## src/shared/tsr_regs.svh

```systemverilog
// Register offsets, field positions, reset values and status codes
`ifndef TSR_REGS_SVH
`define TSR_REGS_SVH

`define TSR_OFS_ADDR      2'h0
`define TSR_OFS_CTRL      2'h1
`define TSR_OFS_STAT      2'h2
`define TSR_OFS_DATA      2'h3

`define TSR_CTRL_DONE     7
`define TSR_CTRL_ACK      6
`define TSR_CTRL_STA      5
`define TSR_CTRL_STO      4
`define TSR_CTRL_WCOL     3
`define TSR_CTRL_EN       2
`define TSR_CTRL_IE       0
`define TSR_ADDR_GCE      0

`define TSR_ADDR_RST      8'h00
`define TSR_CTRL_RST      8'h00
`define TSR_DATA_RST      8'hff
`define TSR_STAT_MASK     8'hf8

`define TSR_ST_OWN        8'h60
`define TSR_ST_ARB_OWN    8'h68
`define TSR_ST_GC         8'h70
`define TSR_ST_ARB_GC     8'h78
`define TSR_ST_DATA_ACK   8'h80
`define TSR_ST_DATA_NACK  8'h88
`define TSR_ST_GC_ACK     8'h90
`define TSR_ST_GC_NACK    8'h98
`define TSR_ST_IDLE       8'hf8

`endif

```

## src/shared/tsr_pkg.sv

```systemverilog
// Types shared by the slave receiver
package tsr_pkg;
    typedef enum logic [5:0] {
        S_IDLE     = 6'b000001,
        S_ADDR     = 6'b000010,
        S_ADDR_ACK = 6'b000100,
        S_DATA     = 6'b001000,
        S_DATA_ACK = 6'b010000,
        S_HOLD     = 6'b100000
    } tsr_state_type;
endpackage

```

## src/core/tsr_sync.sv

```systemverilog
// Two-stage synchroniser for one bus pin
`timescale 1ns/1ps
module tsr_sync #(
    parameter logic RST_VAL = 1'b1
) (
    input  wire logic clk,
    input  wire logic nrst,
    input  wire logic din,
    output logic      dout
);
    logic meta_reg;

    always_ff @(posedge clk) begin
        if (!nrst) begin
            meta_reg <= RST_VAL;
            dout     <= RST_VAL;
        end else begin
            meta_reg <= din;
            dout     <= meta_reg;
        end
    end
endmodule

```

## src/core/tsr_core.sv

```systemverilog
// Two-wire slave receiver: bus engine, status codes and register port
// How it works
// Status reads with the three low bits forced to zero.
// Own address is the upper seven bits of the own-address register.
// Address bit 0 enables answering the general call address 0x00.
// Software enables the unit and acknowledge, with start and stop cleared.
// Matched address with direction 0 enters receive; direction 1 is not ours.
// Own write address received sets step-done and a valid status.
// Address after lost arbitration reports the arbitration-lost codes.
// Acknowledge enable cleared: next data byte gets a not-acknowledge.
// Acknowledge enable low: no address answered, bus still watched.
// In deep sleep a matching address is still answered and wakes the part.
// After wake, SCL stays low until software clears step-done.
// Data register need not hold the last bus byte after wake.
// Status 0x60: own write address received and acknowledged.
// Status 0x68: arbitration lost, then own write address acknowledged.
// Status 0x70: general call received and acknowledged.
// Status 0x78: arbitration lost, then general call acknowledged.
// Status 0x80: data byte received and acknowledged, read from data.
// Clearing step-done receives the next byte, ack per acknowledge enable.
// Status 0x88: data byte received and not acknowledged.
// After 0x88 clear, not addressed; start request waits for a free bus.
// SCL is held low while step-done is set.
//
// The register addresses and the address-and-strobe port were chosen for this implementation.
`timescale 1ns/1ps
`include "tsr_regs.svh"
module tsr_core (
    input  wire logic       SYS_CLK,
    input  wire logic       NRST,
    input  wire logic [1:0] ADDR,
    input  wire logic [7:0] WDATA,
    input  wire logic       WR,
    input  wire logic       RD,
    output logic      [7:0] RDATA,
    input  wire logic       SCL_IN,
    output logic            SCL_OUT,
    output logic            SCL_OE_N,
    input  wire logic       SDA_IN,
    output logic            SDA_OUT,
    output logic            SDA_OE_N,
    input  wire logic       ARB_LOST,
    input  wire logic       DEEP_SLEEP,
    output logic            WAKE_REQ,
    output logic            START_REQ
);
    logic                 scl_s;
    logic                 sda_s;
    logic                 scl_d_reg;
    logic                 sda_d_reg;
    logic                 scl_rise;
    logic                 scl_fall;
    logic                 bus_start;
    logic                 bus_stop;
    logic [7:0]           addr_reg;
    logic [7:0]           ctrl_reg;
    logic [7:0]           stat_reg;
    logic [7:0]           data_reg;
    logic [7:0]           shift_reg;
    logic [3:0]           bit_cnt_reg;
    tsr_pkg::tsr_state_type state_reg;
    logic                 gc_reg;
    logic                 nack_reg;
    logic                 arb_reg;
    logic                 busy_reg;
    logic                 woke_reg;
    logic                 done_set;
    logic [7:0]           done_code;
    logic                 done_clr;
    logic                 en;
    logic                 ack_en;
    logic                 own_hit;
    logic                 gc_hit;
    logic                 addr_hit;

    tsr_sync u_sync_scl (
        .clk  (SYS_CLK),
        .nrst (NRST),
        .din  (SCL_IN),
        .dout (scl_s)
    );

    tsr_sync u_sync_sda (
        .clk  (SYS_CLK),
        .nrst (NRST),
        .din  (SDA_IN),
        .dout (sda_s)
    );

    // Edge and bus-condition detection on synchronised pins
    always_ff @(posedge SYS_CLK) begin
        if (!NRST) begin
            scl_d_reg <= 1'b1;
            sda_d_reg <= 1'b1;
        end else begin
            scl_d_reg <= scl_s;
            sda_d_reg <= sda_s;
        end
    end

    assign scl_rise  = scl_s & ~scl_d_reg;
    assign scl_fall  = ~scl_s & scl_d_reg;
    assign bus_start = scl_s & scl_d_reg & sda_d_reg & ~sda_s;
    assign bus_stop  = scl_s & scl_d_reg & ~sda_d_reg & sda_s;

    assign en       = ctrl_reg[`TSR_CTRL_EN];
    assign ack_en   = ctrl_reg[`TSR_CTRL_ACK];
    assign own_hit  = (shift_reg[7:1] == addr_reg[7:1]);
    assign gc_hit   = (shift_reg[7:1] == 7'h00) && addr_reg[`TSR_ADDR_GCE];
    // Only a write address with acknowledge enabled is answered
    assign addr_hit = en && ack_en && !shift_reg[0] && (own_hit || gc_hit);
    assign done_clr = WR && (ADDR == `TSR_OFS_CTRL) && WDATA[`TSR_CTRL_DONE];

    // Status code for the step that just finished
    always_comb begin
        done_set  = 1'b0;
        done_code = `TSR_ST_IDLE;
        if (scl_fall && state_reg == tsr_pkg::S_ADDR_ACK) begin
            done_set = 1'b1;
            if (gc_reg) begin
                done_code = arb_reg ? `TSR_ST_ARB_GC : `TSR_ST_GC;
            end else begin
                done_code = arb_reg ? `TSR_ST_ARB_OWN : `TSR_ST_OWN;
            end
        end else if (scl_fall && state_reg == tsr_pkg::S_DATA_ACK) begin
            done_set = 1'b1;
            if (gc_reg) begin
                done_code = nack_reg ? `TSR_ST_GC_NACK : `TSR_ST_GC_ACK;
            end else begin
                done_code = nack_reg ? `TSR_ST_DATA_NACK : `TSR_ST_DATA_ACK;
            end
        end
    end

    // Byte engine
    always_ff @(posedge SYS_CLK) begin
        if (!NRST) begin
            state_reg   <= tsr_pkg::S_IDLE;
            shift_reg   <= 8'h00;
            bit_cnt_reg <= 4'h0;
            gc_reg      <= 1'b0;
            nack_reg    <= 1'b0;
        end else if (!en) begin
            state_reg   <= tsr_pkg::S_IDLE;
            bit_cnt_reg <= 4'h0;
        end else begin
            case (state_reg)
                tsr_pkg::S_IDLE: begin
                    if (bus_start) begin
                        state_reg   <= tsr_pkg::S_ADDR;
                        bit_cnt_reg <= 4'h0;
                    end
                end
                tsr_pkg::S_ADDR: begin
                    if (bus_stop) begin
                        state_reg <= tsr_pkg::S_IDLE;
                    end else if (bus_start) begin
                        bit_cnt_reg <= 4'h0;
                    end else if (scl_rise && bit_cnt_reg != 4'h8) begin
                        shift_reg   <= {shift_reg[6:0], sda_s};
                        bit_cnt_reg <= bit_cnt_reg + 4'h1;
                    end else if (scl_fall && bit_cnt_reg == 4'h8) begin
                        // Unmatched addresses leave the unit watching the bus
                        if (addr_hit) begin
                            state_reg <= tsr_pkg::S_ADDR_ACK;
                            gc_reg    <= gc_hit && !own_hit;
                        end else begin
                            state_reg <= tsr_pkg::S_IDLE;
                        end
                    end
                end
                tsr_pkg::S_ADDR_ACK: begin
                    if (scl_fall) begin
                        state_reg <= tsr_pkg::S_HOLD;
                        nack_reg  <= 1'b0;
                    end
                end
                tsr_pkg::S_DATA: begin
                    if (bus_stop) begin
                        state_reg <= tsr_pkg::S_IDLE;
                    end else if (bus_start) begin
                        state_reg   <= tsr_pkg::S_ADDR;
                        bit_cnt_reg <= 4'h0;
                    end else if (scl_rise && bit_cnt_reg != 4'h8) begin
                        shift_reg   <= {shift_reg[6:0], sda_s};
                        bit_cnt_reg <= bit_cnt_reg + 4'h1;
                    end else if (scl_fall && bit_cnt_reg == 4'h8) begin
                        state_reg <= tsr_pkg::S_DATA_ACK;
                        nack_reg  <= !ack_en;
                    end
                end
                tsr_pkg::S_DATA_ACK: begin
                    if (scl_fall) begin
                        state_reg <= tsr_pkg::S_HOLD;
                    end
                end
                tsr_pkg::S_HOLD: begin
                    if (done_clr && !WDATA[`TSR_CTRL_STO]) begin
                        bit_cnt_reg <= 4'h0;
                        // After a refused byte the unit drops to not addressed
                        if (nack_reg) begin
                            state_reg <= tsr_pkg::S_IDLE;
                        end else begin
                            state_reg <= tsr_pkg::S_DATA;
                        end
                    end
                end
                default: begin
                    state_reg <= tsr_pkg::S_IDLE;
                end
            endcase
        end
    end

    // Lost-arbitration marker, consumed by the next address step
    always_ff @(posedge SYS_CLK) begin
        if (!NRST) begin
            arb_reg <= 1'b0;
        end else if (ARB_LOST) begin
            arb_reg <= 1'b1;
        end else if (done_set && state_reg == tsr_pkg::S_ADDR_ACK) begin
            arb_reg <= 1'b0;
        end else if (bus_stop && state_reg == tsr_pkg::S_IDLE) begin
            arb_reg <= 1'b0;
        end
    end

    // Bus busy between START and STOP
    always_ff @(posedge SYS_CLK) begin
        if (!NRST) begin
            busy_reg <= 1'b0;
        end else if (bus_start) begin
            busy_reg <= 1'b1;
        end else if (bus_stop) begin
            busy_reg <= 1'b0;
        end
    end

    // Pin drivers: drive low only during ack and stretch
    always_ff @(posedge SYS_CLK) begin
        if (!NRST) begin
            SDA_OUT  <= 1'b0;
            SDA_OE_N <= 1'b1;
            SCL_OUT  <= 1'b0;
            SCL_OE_N <= 1'b1;
        end else begin
            SDA_OUT  <= 1'b0;
            SCL_OUT  <= 1'b0;
            if (state_reg == tsr_pkg::S_ADDR && scl_fall && bit_cnt_reg == 4'h8
                && addr_hit) begin
                SDA_OE_N <= 1'b0;
            end else if (state_reg == tsr_pkg::S_DATA && scl_fall
                         && bit_cnt_reg == 4'h8) begin
                SDA_OE_N <= !ack_en;
            end else if (scl_fall || !en) begin
                SDA_OE_N <= 1'b1;
            end
            if (done_set) begin
                SCL_OE_N <= 1'b0;
            end else if (state_reg == tsr_pkg::S_HOLD && done_clr
                         && !WDATA[`TSR_CTRL_STO]) begin
                SCL_OE_N <= 1'b1;
            end else if (!en) begin
                SCL_OE_N <= 1'b1;
            end
        end
    end

    // Wake request held from a sleeping address match until software answers or deep sleep ends
    always_ff @(posedge SYS_CLK) begin
        if (!NRST) begin
            woke_reg <= 1'b0;
            WAKE_REQ <= 1'b0;
        end else begin
            if (done_set && state_reg == tsr_pkg::S_ADDR_ACK && DEEP_SLEEP) begin
                woke_reg <= 1'b1;
                WAKE_REQ <= 1'b1;
            end else if (done_clr) begin
                woke_reg <= 1'b0;
                WAKE_REQ <= 1'b0;
            end else if (!DEEP_SLEEP) begin
                WAKE_REQ <= 1'b0;
            end
        end
    end

    // Pending START to the master side once the bus is free
    always_ff @(posedge SYS_CLK) begin
        if (!NRST) begin
            START_REQ <= 1'b0;
        end else begin
            START_REQ <= en && ctrl_reg[`TSR_CTRL_STA] && !busy_reg
                         && state_reg == tsr_pkg::S_IDLE;
        end
    end

    // Own address register
    always_ff @(posedge SYS_CLK) begin
        if (!NRST) begin
            addr_reg <= `TSR_ADDR_RST;
        end else if (WR && ADDR == `TSR_OFS_ADDR) begin
            addr_reg <= WDATA;
        end
    end

    // Control register: step-done set wins over a clearing write
    always_ff @(posedge SYS_CLK) begin
        if (!NRST) begin
            ctrl_reg <= `TSR_CTRL_RST;
        end else begin
            if (WR && ADDR == `TSR_OFS_CTRL) begin
                ctrl_reg[`TSR_CTRL_ACK] <= WDATA[`TSR_CTRL_ACK];
                ctrl_reg[`TSR_CTRL_STA] <= WDATA[`TSR_CTRL_STA];
                ctrl_reg[`TSR_CTRL_STO] <= WDATA[`TSR_CTRL_STO];
                ctrl_reg[`TSR_CTRL_EN]  <= WDATA[`TSR_CTRL_EN];
                ctrl_reg[`TSR_CTRL_IE]  <= WDATA[`TSR_CTRL_IE];
            end
            if (done_set) begin
                ctrl_reg[`TSR_CTRL_DONE] <= 1'b1;
            end else if (done_clr) begin
                ctrl_reg[`TSR_CTRL_DONE] <= 1'b0;
            end
            if (WR && ADDR == `TSR_OFS_DATA) begin
                ctrl_reg[`TSR_CTRL_WCOL] <= !ctrl_reg[`TSR_CTRL_DONE];
            end
        end
    end

    // Status register
    always_ff @(posedge SYS_CLK) begin
        if (!NRST) begin
            stat_reg <= `TSR_ST_IDLE;
        end else if (done_set) begin
            stat_reg <= done_code;
        end else if (done_clr && state_reg == tsr_pkg::S_HOLD) begin
            stat_reg <= `TSR_ST_IDLE;
        end
    end

    // Data register: received bytes, or software writes while step-done is set
    always_ff @(posedge SYS_CLK) begin
        if (!NRST) begin
            data_reg <= `TSR_DATA_RST;
        end else if (done_set && state_reg == tsr_pkg::S_DATA_ACK && !woke_reg) begin
            data_reg <= shift_reg;
        end else if (WR && ADDR == `TSR_OFS_DATA && ctrl_reg[`TSR_CTRL_DONE]) begin
            data_reg <= WDATA;
        end
    end

    // Read port: data valid in the cycle after the strobe only
    always_ff @(posedge SYS_CLK) begin
        if (!NRST) begin
            RDATA <= 8'h00;
        end else if (RD) begin
            if (ADDR == `TSR_OFS_ADDR) begin
                RDATA <= addr_reg;
            end else if (ADDR == `TSR_OFS_CTRL) begin
                RDATA <= ctrl_reg;
            end else if (ADDR == `TSR_OFS_STAT) begin
                RDATA <= stat_reg & `TSR_STAT_MASK;
            end else begin
                RDATA <= data_reg;
            end
        end else begin
            RDATA <= 8'h00;
        end
    end
endmodule

```

## config.mk

```make
export PLATFORM = sky130hd
export DESIGN_NAME = tsr_core
export DESIGN_NICKNAME = d
export VERILOG_FILES = /design/src/shared/tsr_pkg.sv /design/src/core/tsr_sync.sv /design/src/core/tsr_core.sv
export VERILOG_INCLUDE_DIRS = /design/src /design/src/shared
export SDC_FILE = /design/constraint.sdc
export NUM_CORES = 1
export LEC_CHECK = 0
export ABC_AREA = 1
export BUFFER_PORTS_ARGS = -buffer_cell sky130_fd_sc_hd__buf_2
export CAP_MARGIN = 30
export CORE_MARGIN = 5
export CORE_UTILIZATION = 63
export DETAILED_ROUTE_END_ITERATION = 8
export PLACE_DENSITY = 0.95
export RECOVER_POWER = 100
export SYNTH_ARGS = -nofsm -noshare
export SYNTH_HDL_FRONTEND = slang
export SYNTH_SLANG_ARGS = --single-unit
```

## constraint.sdc

```tcl
create_clock -name SYS_CLK -period 3 [get_ports SYS_CLK]
set_input_delay 0.45 -clock SYS_CLK [delete_from_list [all_inputs] [get_ports SYS_CLK]]
set_output_delay 0.45 -clock SYS_CLK [all_outputs]
set_load 0.05 [all_outputs]
```

* Yosys cells after proc, flatten, opt, wreduce, memory -nomap -nowiden
Index checks and enable logic that the tools add are counted.
** Cells by class
- Add/subtract/negate cells :: 1
- Equality and inequality tests :: 29
- Multiplexer cells :: 60
- Bitwise gates (word level) :: 14
- Reduce and logical (&&, ||, !) cells :: 60
** Operators with widths (number)
- 6-bit 2-to-1 mux :: 11
- 8-bit 2-to-1 mux :: 8
- 4-bit 2-to-1 mux :: 10
- 1-bit logical AND :: 30
- 6-bit one-hot mux with 5 select lines :: 1
- 1-bit 2-to-1 mux :: 24
- 2-bit != test (second input constant) :: 8
- 7-bit AND reduction :: 2
- 4-bit != test (second input constant) :: 3
- 4-bit one-hot mux with 3 select lines :: 1
- 2-bit nonzero test :: 6
- 5-bit 2-to-1 mux :: 2
- 5-bit AND reduction :: 2
- 3-bit by 1-bit != test with 1-bit output (second input constant) :: 3
- 3-bit != test (second input constant) :: 3
- 3-bit nonzero test :: 3
- 1-bit zero test :: 8
- 8-bit AND reduction :: 1
- 1-bit AND :: 7
- 7-bit equality test :: 1
- 7-bit zero test :: 1
- 7-bit 2-to-1 mux :: 1
- 1-bit inverter :: 7
- 6-bit by 1-bit equality test with 1-bit output (second input constant) :: 1
- 16 further kinds :: 20
** Word-level totals
- Register bits after elaboration :: 72
- Output and inout port bits :: 14
- Word-level logic and storage cells :: 189

* Longest topological paths before layout
Gate-level depths: netlist (run 1).
- Word-level depth :: 10
- Gate-level depth with buffers :: 13

* By module
A second synthesis (run 1) with hierarchy kept.
** Second synthesis, totals
- Cell total of the unflattened synthesis :: 449
- Area, all modules :: 3268.1 um2
** Modules (own cells, without submodules)
- tsr_core :: times used 1, cells an instance 437, area an instance 3158.0 um2, seq. area each 1281.2 um2
- tsr_sync :: times used 2, cells an instance 6, area an instance 55.1 um2, seq. area each 40.0 um2

* Least setup slack after synthesis (run 1)
No wires, ideal clock.
- Kind :: register -> register
- Start point :: reg bit_cnt_reg[0]
- End point :: reg bit_cnt_reg[1]
- Library setup time :: 0.116 ns
- Arrival :: 1.407 ns
- Path slack :: 1.478 ns
- Cell stages (with the launch flop) :: 10
- Path buffers :: 0
- Period minus slack after synthesis :: 1.522 ns
- Cells stage by stage :: dfxtp_1 inv_1 ha_1 nand2_1 nor2_1 nor2_1 nand3b_2 nand3_2 o21ai_0 nor2_1
** Between the ends
- Cells in the longest elaborated chain, start to end :: 5
** RTL lines
- start: declaration :: line tsr_core.sv:60 : logic [3:0] bit_cnt_reg;
- start signal: assignment :: line tsr_core.sv:161 : bit_cnt_reg <= bit_cnt_reg + 4'h1;
- start signal: assignment :: line tsr_core.sv:186 : bit_cnt_reg <= bit_cnt_reg + 4'h1;
- 4-bit by 1-bit adder with 4-bit output :: line tsr_core.sv:161, tsr_core.sv:186
- 4-bit 2-to-1 mux :: line tsr_core.sv:159, tsr_core.sv:184
- 4-bit 2-to-1 mux :: line tsr_core.sv:181 : end else if (bus_start) begin
- 4-bit 2-to-1 mux :: line tsr_core.sv:179 : if (bus_stop) begin
- 4-bit one-hot mux with 3 select lines :: line tsr_core.sv:147 : case (state_reg)
Parallel ways exist; a longest one is shown, timed or not. The select of a mux whose other input is x is not followed.
A chain may end at the register's enable or synchronous reset.

* Worst setup path after layout (run 1)
- Start point :: reg state_reg[1]
- End point :: reg data_reg[3]
** Between the ends
- Cells in the longest elaborated chain, start to end :: 7
** RTL lines
- start: declaration :: line tsr_core.sv:61 : tsr_pkg::tsr_state_type state_reg;
- start signal: assignment :: line tsr_core.sv:138 : state_reg <= tsr_pkg::S_IDLE;
- start signal: assignment :: line tsr_core.sv:144 : state_reg <= tsr_pkg::S_IDLE;
- start signal: assignment :: line tsr_core.sv:150 : state_reg <= tsr_pkg::S_ADDR;
- 6-bit by 5-bit equality test with 1-bit output :: line tsr_core.sv:125, tsr_core.sv:344
- 1-bit logical AND :: line tsr_core.sv:125 : end else if (scl_fall && state_reg == tsr_pkg::S_DATA_ACK) begin
- 1-bit 2-to-1 mux :: line tsr_core.sv:125
- 1-bit 2-to-1 mux :: line tsr_core.sv:118 : if (scl_fall && state_reg == tsr_pkg::S_ADDR_ACK) begin
- 1-bit logical AND * (2 in series) :: line tsr_core.sv:344 : end else if (done_set && state_reg == tsr_pkg::S_DATA_ACK && !woke_reg) begin
- 8-bit 2-to-1 mux or 2-bit nonzero test (tied branches)
- end signal: assignment :: line tsr_core.sv:343 : data_reg <= `TSR_DATA_RST;
- end signal: assignment :: line tsr_core.sv:345 : data_reg <= shift_reg;
- end: declaration :: line tsr_core.sv:58 : logic [7:0] data_reg;
Mark *: on every way between the ends. The rest lies on a longest branch, timed or not.

==> results.toml, run 1 <==
[status]
status = "finished clean"

[synth]
yosysUniqueCellTypes = 47
synth_area_leaders = "dfxtp_1 41%, nand2_1 11%, inv_1 6.5%, o21ai_0 5.6%, a21oi_1 4.7%"
synth_warnings = 0
yosysMostFrequentCell = "nand2_1"
synth_edf_count = 0
syn_inst = 440
synth.cell_area_mm2 = 0.00329
yosysTopAreaCell = "dfxtp_1"
netlist.area_leader.share_pct = 41.3
avgSynthCellArea_um2 = 7.48
yosysSeqAreaShare_pct = 41.3
synth_commonest_cells = "95 x nand2_1, 68 x dfxtp_1, 57 x inv_1, 37 x o21ai_0, 36 x nor2_1"
ys_ff_latch = 68
synth-main-ff-cell = "dfxtp_1"
async_flop_share_pct = 0

[grt]
grt_pass1_vias = 2754
grt-ovfl-total = 0
grt_pass1_wl_um = 12800
grt_max_degree = 27
grt_antenna_before_repair = 0
track_usage_pct = 25.0

[pwr]
p_per_area_mw_per_mm2 = 557
p_leak_nw = 1.62
vdd_drop_max_uv = 324
power.total_mw = 2.02

[worst_setup_path]
r2r_start = "state_reg[1]"
crit_family = "simple AND/OR/NAND/NOR gates"
reg2reg_slack_ps = 640
cp_common_cell = "nand2_1"
path_class = "reg2reg"
slowest_delay_ps = 470
reg2reg_depth = 8
critPathArrivalTime_ps = 2560
endpoint_kind = "flip-flop"
critPathMaxFanout = 17
crit_chain = "nor2_1 -> nand3_1 -> nor2_1 -> nand2_1 -> nand2_1 -> inv_1 -> nand2_1 -> o2111ai_1"
start_kind = "flip-flop"
slowest_stage = "nor2_1"
regToRegEndpoint = "data_reg[3]"
cp.required_ps = 3200
critPathBufInv = 1

[final_layout]
synthToLayoutAreaGrowth_pct = 10.4
design_area_mm2 = 0.00364
nets = 492
diodes = 0
drive_above_1_share_pct = 13.6
fillCellCount = 389

[detailed_routing]
drc = 0
via_per_inst = 5.67
post_drt_wl_per_cell_um = 15.0
drtAntennaViolNets = 0
wl_um = 8180
dr.pass1.iters = 5
drtIter0Drc = 494
vias = 3100

[clock_network]
cts_tree = "built"
post_cts_buffers = 0
cts_buffer_depth = 2
clk_latency_ps = 350
path_clk_slew_ps = 70
clockRootBuffer = "clkbuf_8"
cts_repair_resize_count = 0
cts_inserted_buffers = 9
cts.sinks = 68
cts_hold_buf = 0
htreeDepth = 3

[timing]
setup_tns_ps = 0
setup_viol = 0
clock-skew-final_ps = 9.36
finalHoldViolCount = 0
final.period_utilization_pct = 78.7
finalHoldWorstSlack_ps = 280
rsz0062_at_grt = "false"
report.final.slew_viol_count = 0
fin_crit_ps = 2360
worst_pin_slew_ps = 1000
slew_headroom_pct = 33.2
max_freq_mhz = 424

[run]
cap_violations = 0

[worst_hold_path]
hold_depth = 2
min-delay-start = "SDA_IN"
hold_end = "u_sync_sda.meta_reg"
hold_path.class = "in2reg"

[placement]
dpl.hpwl_um = 5790
placed_area_mm2 = 0.00347
numPortBuffers = 29
gp_congestion = 0.988

[floorplanning]
rows = 26
core_mm2 = 0.00511
die_area_mm2 = 0.00677
io_pins = 32
die_width_um = 82.3
start_util_pct = 64.5
die_h_um = 82.3
[layer usage]
| layer | routed length, um | track usage (%) |
|---|---|---|
| met5 | 0 | 0 |
| met4 | 171 | 8.64 |
| met3 | 752 | 5.97 |
| met2 | 3860 | 42.0 |
| met1 | 3400 | 31.3 |
[worst max path at each step]
stage | from | end | slack [ps] | cells after the start
after floorplan | bit_cnt_reg[0] | bit_cnt_reg[1] | 1480 | 9
after global placement | ADDR[1] | addr_reg[3] | 1020 | 7
after detailed placement | ADDR[1] | addr_reg[3] | 940 | 7
after CTS | state_reg[1] | data_reg[3] | 1210 | 8
after global routing | state_reg[1] | data_reg[6] | 510 | 8
final | state_reg[1] | data_reg[3] | 640 | 8
[report_power, final]
part	switching (mW)	total (mW)	internal, mW
Clock	0.363	0.938	0.574
Sequential	0.0143	0.936	0.922
Combinational	0.109	0.151	0.0414
[cells by family after synthesis]
kind of cell / Yosys count / synth area share, %
other: 1 / 0.114
AOI/OAI and AO/OA: 104 / 18.8
xor gates and xnor gates: 2 / 0.532
buffers and inverters: 76 / 9.54
DFF: 68 / 41.3
and+or+nand+nor: 187 / 29.0
adders and majority gates: 2 / 0.760
[layout by cell type (no fill, tap or decap), types with 3 or more instances in the layout]
cell,instances
buf_2,16
or2_2,5
dfxtp_1,68
clkbuf_1,14
inv_2,4
o2111ai_1,5
o22ai_1,5
inv_1,60
nor2_1,39
bufinv_16,3
nand4_1,4
nand3_1,17
clkbuf_8,10
nand2_4,3
nand2_2,3
nor3_1,5
a21oi_2,4
o211ai_1,5
nand2_1,99
o21ai_0,41
a21oi_1,31
[layout make-up]
cell class	count	area (um2)	share of cell area (%)
Clock buffer	10	138	3.79
Tap cell	70	87.6	2.41
Multi-Input combinational cell	297	1560	42.8
Timing Repair Buffer	30	133	3.65
Clock inverter	6	111	3.06
Sequential cell	68	1360	37.4
Inverter	66	249	6.85
[per-stage QoR]
step | std cells | setup WS [ps] | utilization (%)
floorplan | 441 | 1480 | -
CTS | 547 | 1210 | 72.9
global route | 547 | 515 | 71.2
global placement | 531 | 1020 | 68.0
detailed placement | 531 | 940 | 68.0
finish | 547 | 639 | 71.2
(Power assumes the default switching activity.)
==> inputs of run 2 (changes only) <==
--- a/config.mk
+++ b/config.mk
@@ -10,9 +10,9 @@
 export BUFFER_PORTS_ARGS = -buffer_cell sky130_fd_sc_hd__buf_2
 export CAP_MARGIN = 30
 export CORE_MARGIN = 5
-export CORE_UTILIZATION = 63
+export CORE_UTILIZATION = 53
 export DETAILED_ROUTE_END_ITERATION = 8
-export PLACE_DENSITY = 0.95
+export PLACE_DENSITY = 0.86
 export RECOVER_POWER = 100
 export SYNTH_ARGS = -nofsm -noshare
 export SYNTH_HDL_FRONTEND = slang
==> constraint.sdc (replaced) <==
create_clock -name SYS_CLK -period 1.9 [get_ports SYS_CLK]
set_input_delay 0.285 -clock SYS_CLK [delete_from_list [all_inputs] [get_ports SYS_CLK]]
set_output_delay 0.285 -clock SYS_CLK [all_outputs]
set_load 0.05 [all_outputs]
==> run 2 against run 1 <==
Against the previous run: critical path depth rose by 2; clock-buffer cell count fell by 1; via count fell by 0.35%.
==> results.toml, run 2 (synthesized netlist as in run 1, its figures left out) <==
[status]
status = "finished clean"

[timing]
report.final.slew_viol_count = 0
slew_headroom_pct = 52.9
max_freq_mhz = 546
final.period_utilization_pct = 96.3
worst_pin_slew_ps = 704
fin_crit_ps = 1830
setup_tns_ps = 0
setup_viol = 0
rsz0062_at_grt = "false"
clock-skew-final_ps = 10.2
finalHoldViolCount = 0

[detailed_routing]
via_per_inst = 5.55
drc = 0
dr.pass1.iters = 5
drtAntennaViolNets = 0
wl_um = 8030
post_drt_wl_per_cell_um = 14.4
drtIter0Drc = 336
vias = 3089

[pwr]
p_per_area_mw_per_mm2 = 766
power.total_mw = 2.78
p_leak_nw = 1.59
vdd_drop_max_uv = 467

[clock_network]
post_cts_buffers = 0
cts_buffer_depth = 2
path_clk_slew_ps = 70
cts.sinks = 68
clk_latency_ps = 360
cts_inserted_buffers = 9
clockRootBuffer = "clkbuf_8"
htreeDepth = 3
cts_hold_buf = 0
cts_repair_resize_count = 0
cts_tree = "built"

[placement]
dp_cells = 541
dpl.hpwl_um = 5850
numPortBuffers = 29
gp_congestion = 0.885

[worst_setup_path]
startpoint = "ADDR[1]"
slowest_delay_ps = 550
path_class = "in2reg"
endpoint_kind = "flip-flop"
critPathArrivalTime_ps = 2120
critPathMaxFanout = 7
cp.required_ps = 2190
crit_chain = "clkbuf_1 -> inv_1 -> nand2_4 -> nor2_1 -> inv_1 -> nor2_2 -> inv_2 -> o21ai_2 -> nor2_1 -> o21ai_0"
slowest_stage = "nor2_1"
start_kind = "input pin"
r2r_start = "bit_cnt_reg[0]"

[final_layout]
diodes = 0
layout_common_cells = "96 x nand2_1, 68 x dfxtp_1, 61 x inv_1"
drive_above_1_share_pct = 15.8
nets = 497
synthToLayoutAreaGrowth_pct = 10.2
post-route-util_pct = 60.6
final_cells = 557
final_common_cell = "nand2_1"

[grt]
grt_pass1_wl_um = 13000
grt-ovfl-total = 0
grt_max_degree = 20
grt_antenna_before_repair = 0
track_usage_pct = 21.6
grt_pass1_vias = 2769

[floorplanning]
start_util_pct = 55.0
die_area_mm2 = 0.00789
die_h_um = 88.8
core_mm2 = 0.00599
rows = 28
die_width_um = 88.8
io_pins = 32

[worst_hold_path]
min-delay-start = "SCL_IN"
hold_path.class = "in2reg"

[run]
cap_violations = 0
## run 2: path summary, 6_finish.rpt
kind,slack [ps],cells past startpoint,endpoint
worst min register to register,420,1,u_sync_scl.dout
worst max-delay path,70,10,stat_reg[6]
worst min-delay path,110,2,u_sync_scl.meta_reg
worst max register to register,230,9,bit_cnt_reg[1]
## run 2: critical path: cells and delay by family
kind,cells,cell delay [ps]
simple gates,4,880
buf+inv,4,630
compound gates,2,300
## run 2: power breakdown
part | switching (mW) | leakage (nW) | internal [mW]
Clock | 0.595 | 0.0848 | 0.465
Sequential | 0.0209 | 0.553 | 1.46
Combinational | 0.174 | 0.957 | 0.0719
Total | 0.789 | 1.59 | 1.99
## run 2: routing by layer
metal / vias up / routed length [um] / track usage, % / part of all wire, %
met5: - / 0 / 0 / 0
met1: 1383 / 3430 / 28.5 / 43
li1: 1510 / - / - / -
met3: 26 / 737 / 3.35 / 9.2
met2: 170 / 3610 / 33.2 / 45
met4: 0 / 251 / 12.9 / 3.1
## run 2: layout make-up
| type | count | area (um2) |
|---|---|---|
| fillers | 549 | 2360 |
| multi-input cells | 297 | 1590 |
| flip-flops and latches | 68 | 1360 |
| inverters | 66 | 250 |
| repair buffers | 35 | 165 |
| clock buffers | 9 | 124 |
| well taps | 75 | 93.8 |
| clock inverters | 7 | 43.8 |
## run 2: metrics by stage
stage / hold slack, ps / setup WS (ps) / area [um2]
3_5_place_dp: 400 / 199 / 3520
4_1_cts: 105 / 167 / 3680
3_3_place_gp: 394 / 270 / 3520
6_report: 108 / 69.7 / 3630
5_1_grt: 118 / 13.1 / 3630
2_1_floorplan: 392 / 378 / 3300
==> inputs of run 3 (changes only) <==
--- a/config.mk
+++ b/config.mk
@@ -6,13 +6,13 @@
 export SDC_FILE = /design/constraint.sdc
 export NUM_CORES = 1
 export LEC_CHECK = 0
-export ABC_AREA = 1
 export BUFFER_PORTS_ARGS = -buffer_cell sky130_fd_sc_hd__buf_2
 export CAP_MARGIN = 30
 export CORE_MARGIN = 5
 export CORE_UTILIZATION = 53
 export DETAILED_ROUTE_END_ITERATION = 8
-export PLACE_DENSITY = 0.86
+export HOLD_SLACK_MARGIN = 0.15
+export PLACE_DENSITY = 0.87
 export RECOVER_POWER = 100
 export SYNTH_ARGS = -nofsm -noshare
 export SYNTH_HDL_FRONTEND = slang
==> run 3 against run 2 <==
Against the previous run: maximum frequency about the same; final cell count down 18%; clock-buffer cell count up 3; core utilization up 4.2 points; critical path depth down 5; critical path type is now reg2reg; synthesized area down 1.9%; critical endpoint is now stat_reg[7].
==> results.toml, run 3 <==
[detailed_routing]
wl_met1_um = 3350
dr.pass1.iters = 5
via_per_inst = 5.72
post_drt_wl_per_cell_um = 16.4
top_layer = "met4"
drc = 0
wl_um = 7550
wl_met2_um = 3640
drtAntennaViolNets = 0
vias = 2625
drtIter0Drc = 210
dr_wl_met3_um = 434

[synth]
async_flop_share_pct = 0
synth_warnings = 0
ys_ff_latch = 68
synth-main-ff-cell = "dfxtp_1"
avgSynthCellArea_um2 = 9.73
yosysTopAreaCell = "dfxtp_1"
synth_edf_count = 0
netlist.area_leader.share_pct = 42.1
synth.cell_area_mm2 = 0.00323
yosysUniqueCellTypes = 55
synth_area_leaders = "dfxtp_1 42%, mux2i_1 10%, nor2b_1 6.6%, mux4_2 3.5%, nand2_1 3.3%"
syn_inst = 332
yosysSeqAreaShare_pct = 42.1
yosysMostFrequentCell = "dfxtp_1"
synth_commonest_cells = "68 x dfxtp_1, 34 x nor2b_1, 33 x mux2i_1, 28 x nand2_1, 16 x nor2_1"

[worst_setup_path]
slowest_stage = "or4_1"
crit_cells = 5
crit_chain = "or3_1 -> or4_1 -> o21ai_2 -> o21ai_0 -> nand2_1"
path_class = "reg2reg"
crit_family = "simple AND/OR/NAND/NOR gates"
start_kind = "flip-flop"
critPathArrivalTime_ps = 2130
endpoint_kind = "flip-flop"
cp.required_ps = 2200
critPathBufInv = 0
reg2reg_depth = 5
slowest_delay_ps = 650
critPathMaxFanout = 6

[placement]
gp_congestion = 0.956
pre_cts_ws_ps = -6.47
dpl.hpwl_um = 5470
numPortBuffers = 29

[timing]
setup_tns_ps = 0
finalHoldViolCount = 0
finalHoldWorstSlack_ps = 167
worst_pin_slew_ps = 608
slew_headroom_pct = 59.5
fin_crit_ps = 1830
max_freq_mhz = 546
setup_viol = 0
final.period_utilization_pct = 96.4
fin_ws_ps = 68.9
clock-skew-final_ps = 10.9
rsz0062_at_grt = "true"
report.final.slew_viol_count = 0

[clock_network]
path_clk_slew_ps = 70
cts_tree = "built"
clk_latency_ps = 350
htreeDepth = 3
cts_inserted_buffers = 9
cts.sinks = 68
cts_buffer_depth = 2
clockRootBuffer = "clkbuf_8"

[final_layout]
layout_common_cells = "62 x dfxtp_1, 32 x mux2i_1, 32 x nor2b_1"
drive_above_1_share_pct = 21.9
synthToLayoutAreaGrowth_pct = 18.7
final_common_cell = "dfxtp_1"
fillCellCount = 476
diodes = 0
nets = 400

[floorplanning]
io_pins = 32
die_h_um = 88.1
core_mm2 = 0.00592
die_area_mm2 = 0.00776
die_width_um = 88.1
start_util_pct = 54.6
rows = 28

[pwr]
p_leak_nw = 1.40
vdd_drop_max_uv = 417
p_per_area_mw_per_mm2 = 766

[status]
status = "finished clean"

[grt]
grt_max_degree = 50
grt_antenna_before_repair = 0
track_usage_pct = 20.9
grt_pass1_vias = 2620
grt_pass1_wl_um = 12400
grt-ovfl-total = 0

[worst_hold_path]
hold_depth = 3
hold_path.class = "in2reg"

[run]
cap_violations = 0
[run 3: routing by layer]
layer  GRT usage [%]  vias up
li1                -     1271
met1            26.3     1254
met2            34.0       90
met3            4.23       10
met4            10.2        0
met5               0        -
[run 3: logic make-up (layout without fill, tap and decap cells)]
logic type      after synthesis  count (layout)  synth area share (%)
compound gates               49              49                  10.7
xor+xnor                     11              11                  2.98
fa+ha+maj                     2               2                 0.774
buf+inv                      25              76                  3.41
flops                        68              68                  42.1
mux                          46              46                  16.5
other cells                   1               2                 0.116
simple gates                130             130                  23.4
[run 3: path summary, 6_finish.rpt]
| kind | start | slack (ps) | end |
|---|---|---|---|
| worst min-delay path | DEEP_SLEEP | 170 | WAKE_REQ |
| worst max-delay path | state_reg[0] | 70 | stat_reg[7] |
| worst max register to register | state_reg[0] | 70 | stat_reg[7] |
| worst min register to register | u_sync_sda.meta_reg | 410 | u_sync_sda.dout |
[run 3: final cells by class]
class	instances	area, um2	area share [%]
tap	75	93.8	2.45
multi-input combinational	240	1820	47.5
inverter	8	30.0	0.783
clock inverter	3	45.0	1.17
timing repair buffer	53	310	8.09
clock buffer	12	165	4.31
sequential	68	1370	35.7
[run 3: per-stage QoR]
| step | power [mW] | utilization, % | cell area [um2] | cells |
|---|---|---|---|---|
| finish | 2.94 | 64.8 | 3830 | 459 |
| global route | 3.03 | 64.8 | 3830 | 459 |
| global placement | 1.70 | 60.2 | 3560 | 441 |
| floorplan | 1.65 | - | 3230 | 333 |
| CTS | 2.95 | 64.4 | 3810 | 458 |
| detailed placement | 1.71 | 60.2 | 3560 | 441 |
[run 3: power breakdown]
group / switching (mW) / internal [mW]
combinational: 0.125 / 0.0902
sequential: 0.0205 / 1.45
clock: 0.548 / 0.706
[run 3: tightest hold or removal path, stage by stage]
cell	delay, ps
buf_2	110
nand2_1	50
a21oi_1	30
[run 3: timing repair]
action,CTS,global route
endpoints found under the hold margin,2,0
gates resized for setup,3,17
hold buffers,2,0
setup endpoints to repair,3,15
pin swaps,0,6
setup buffers,0,1
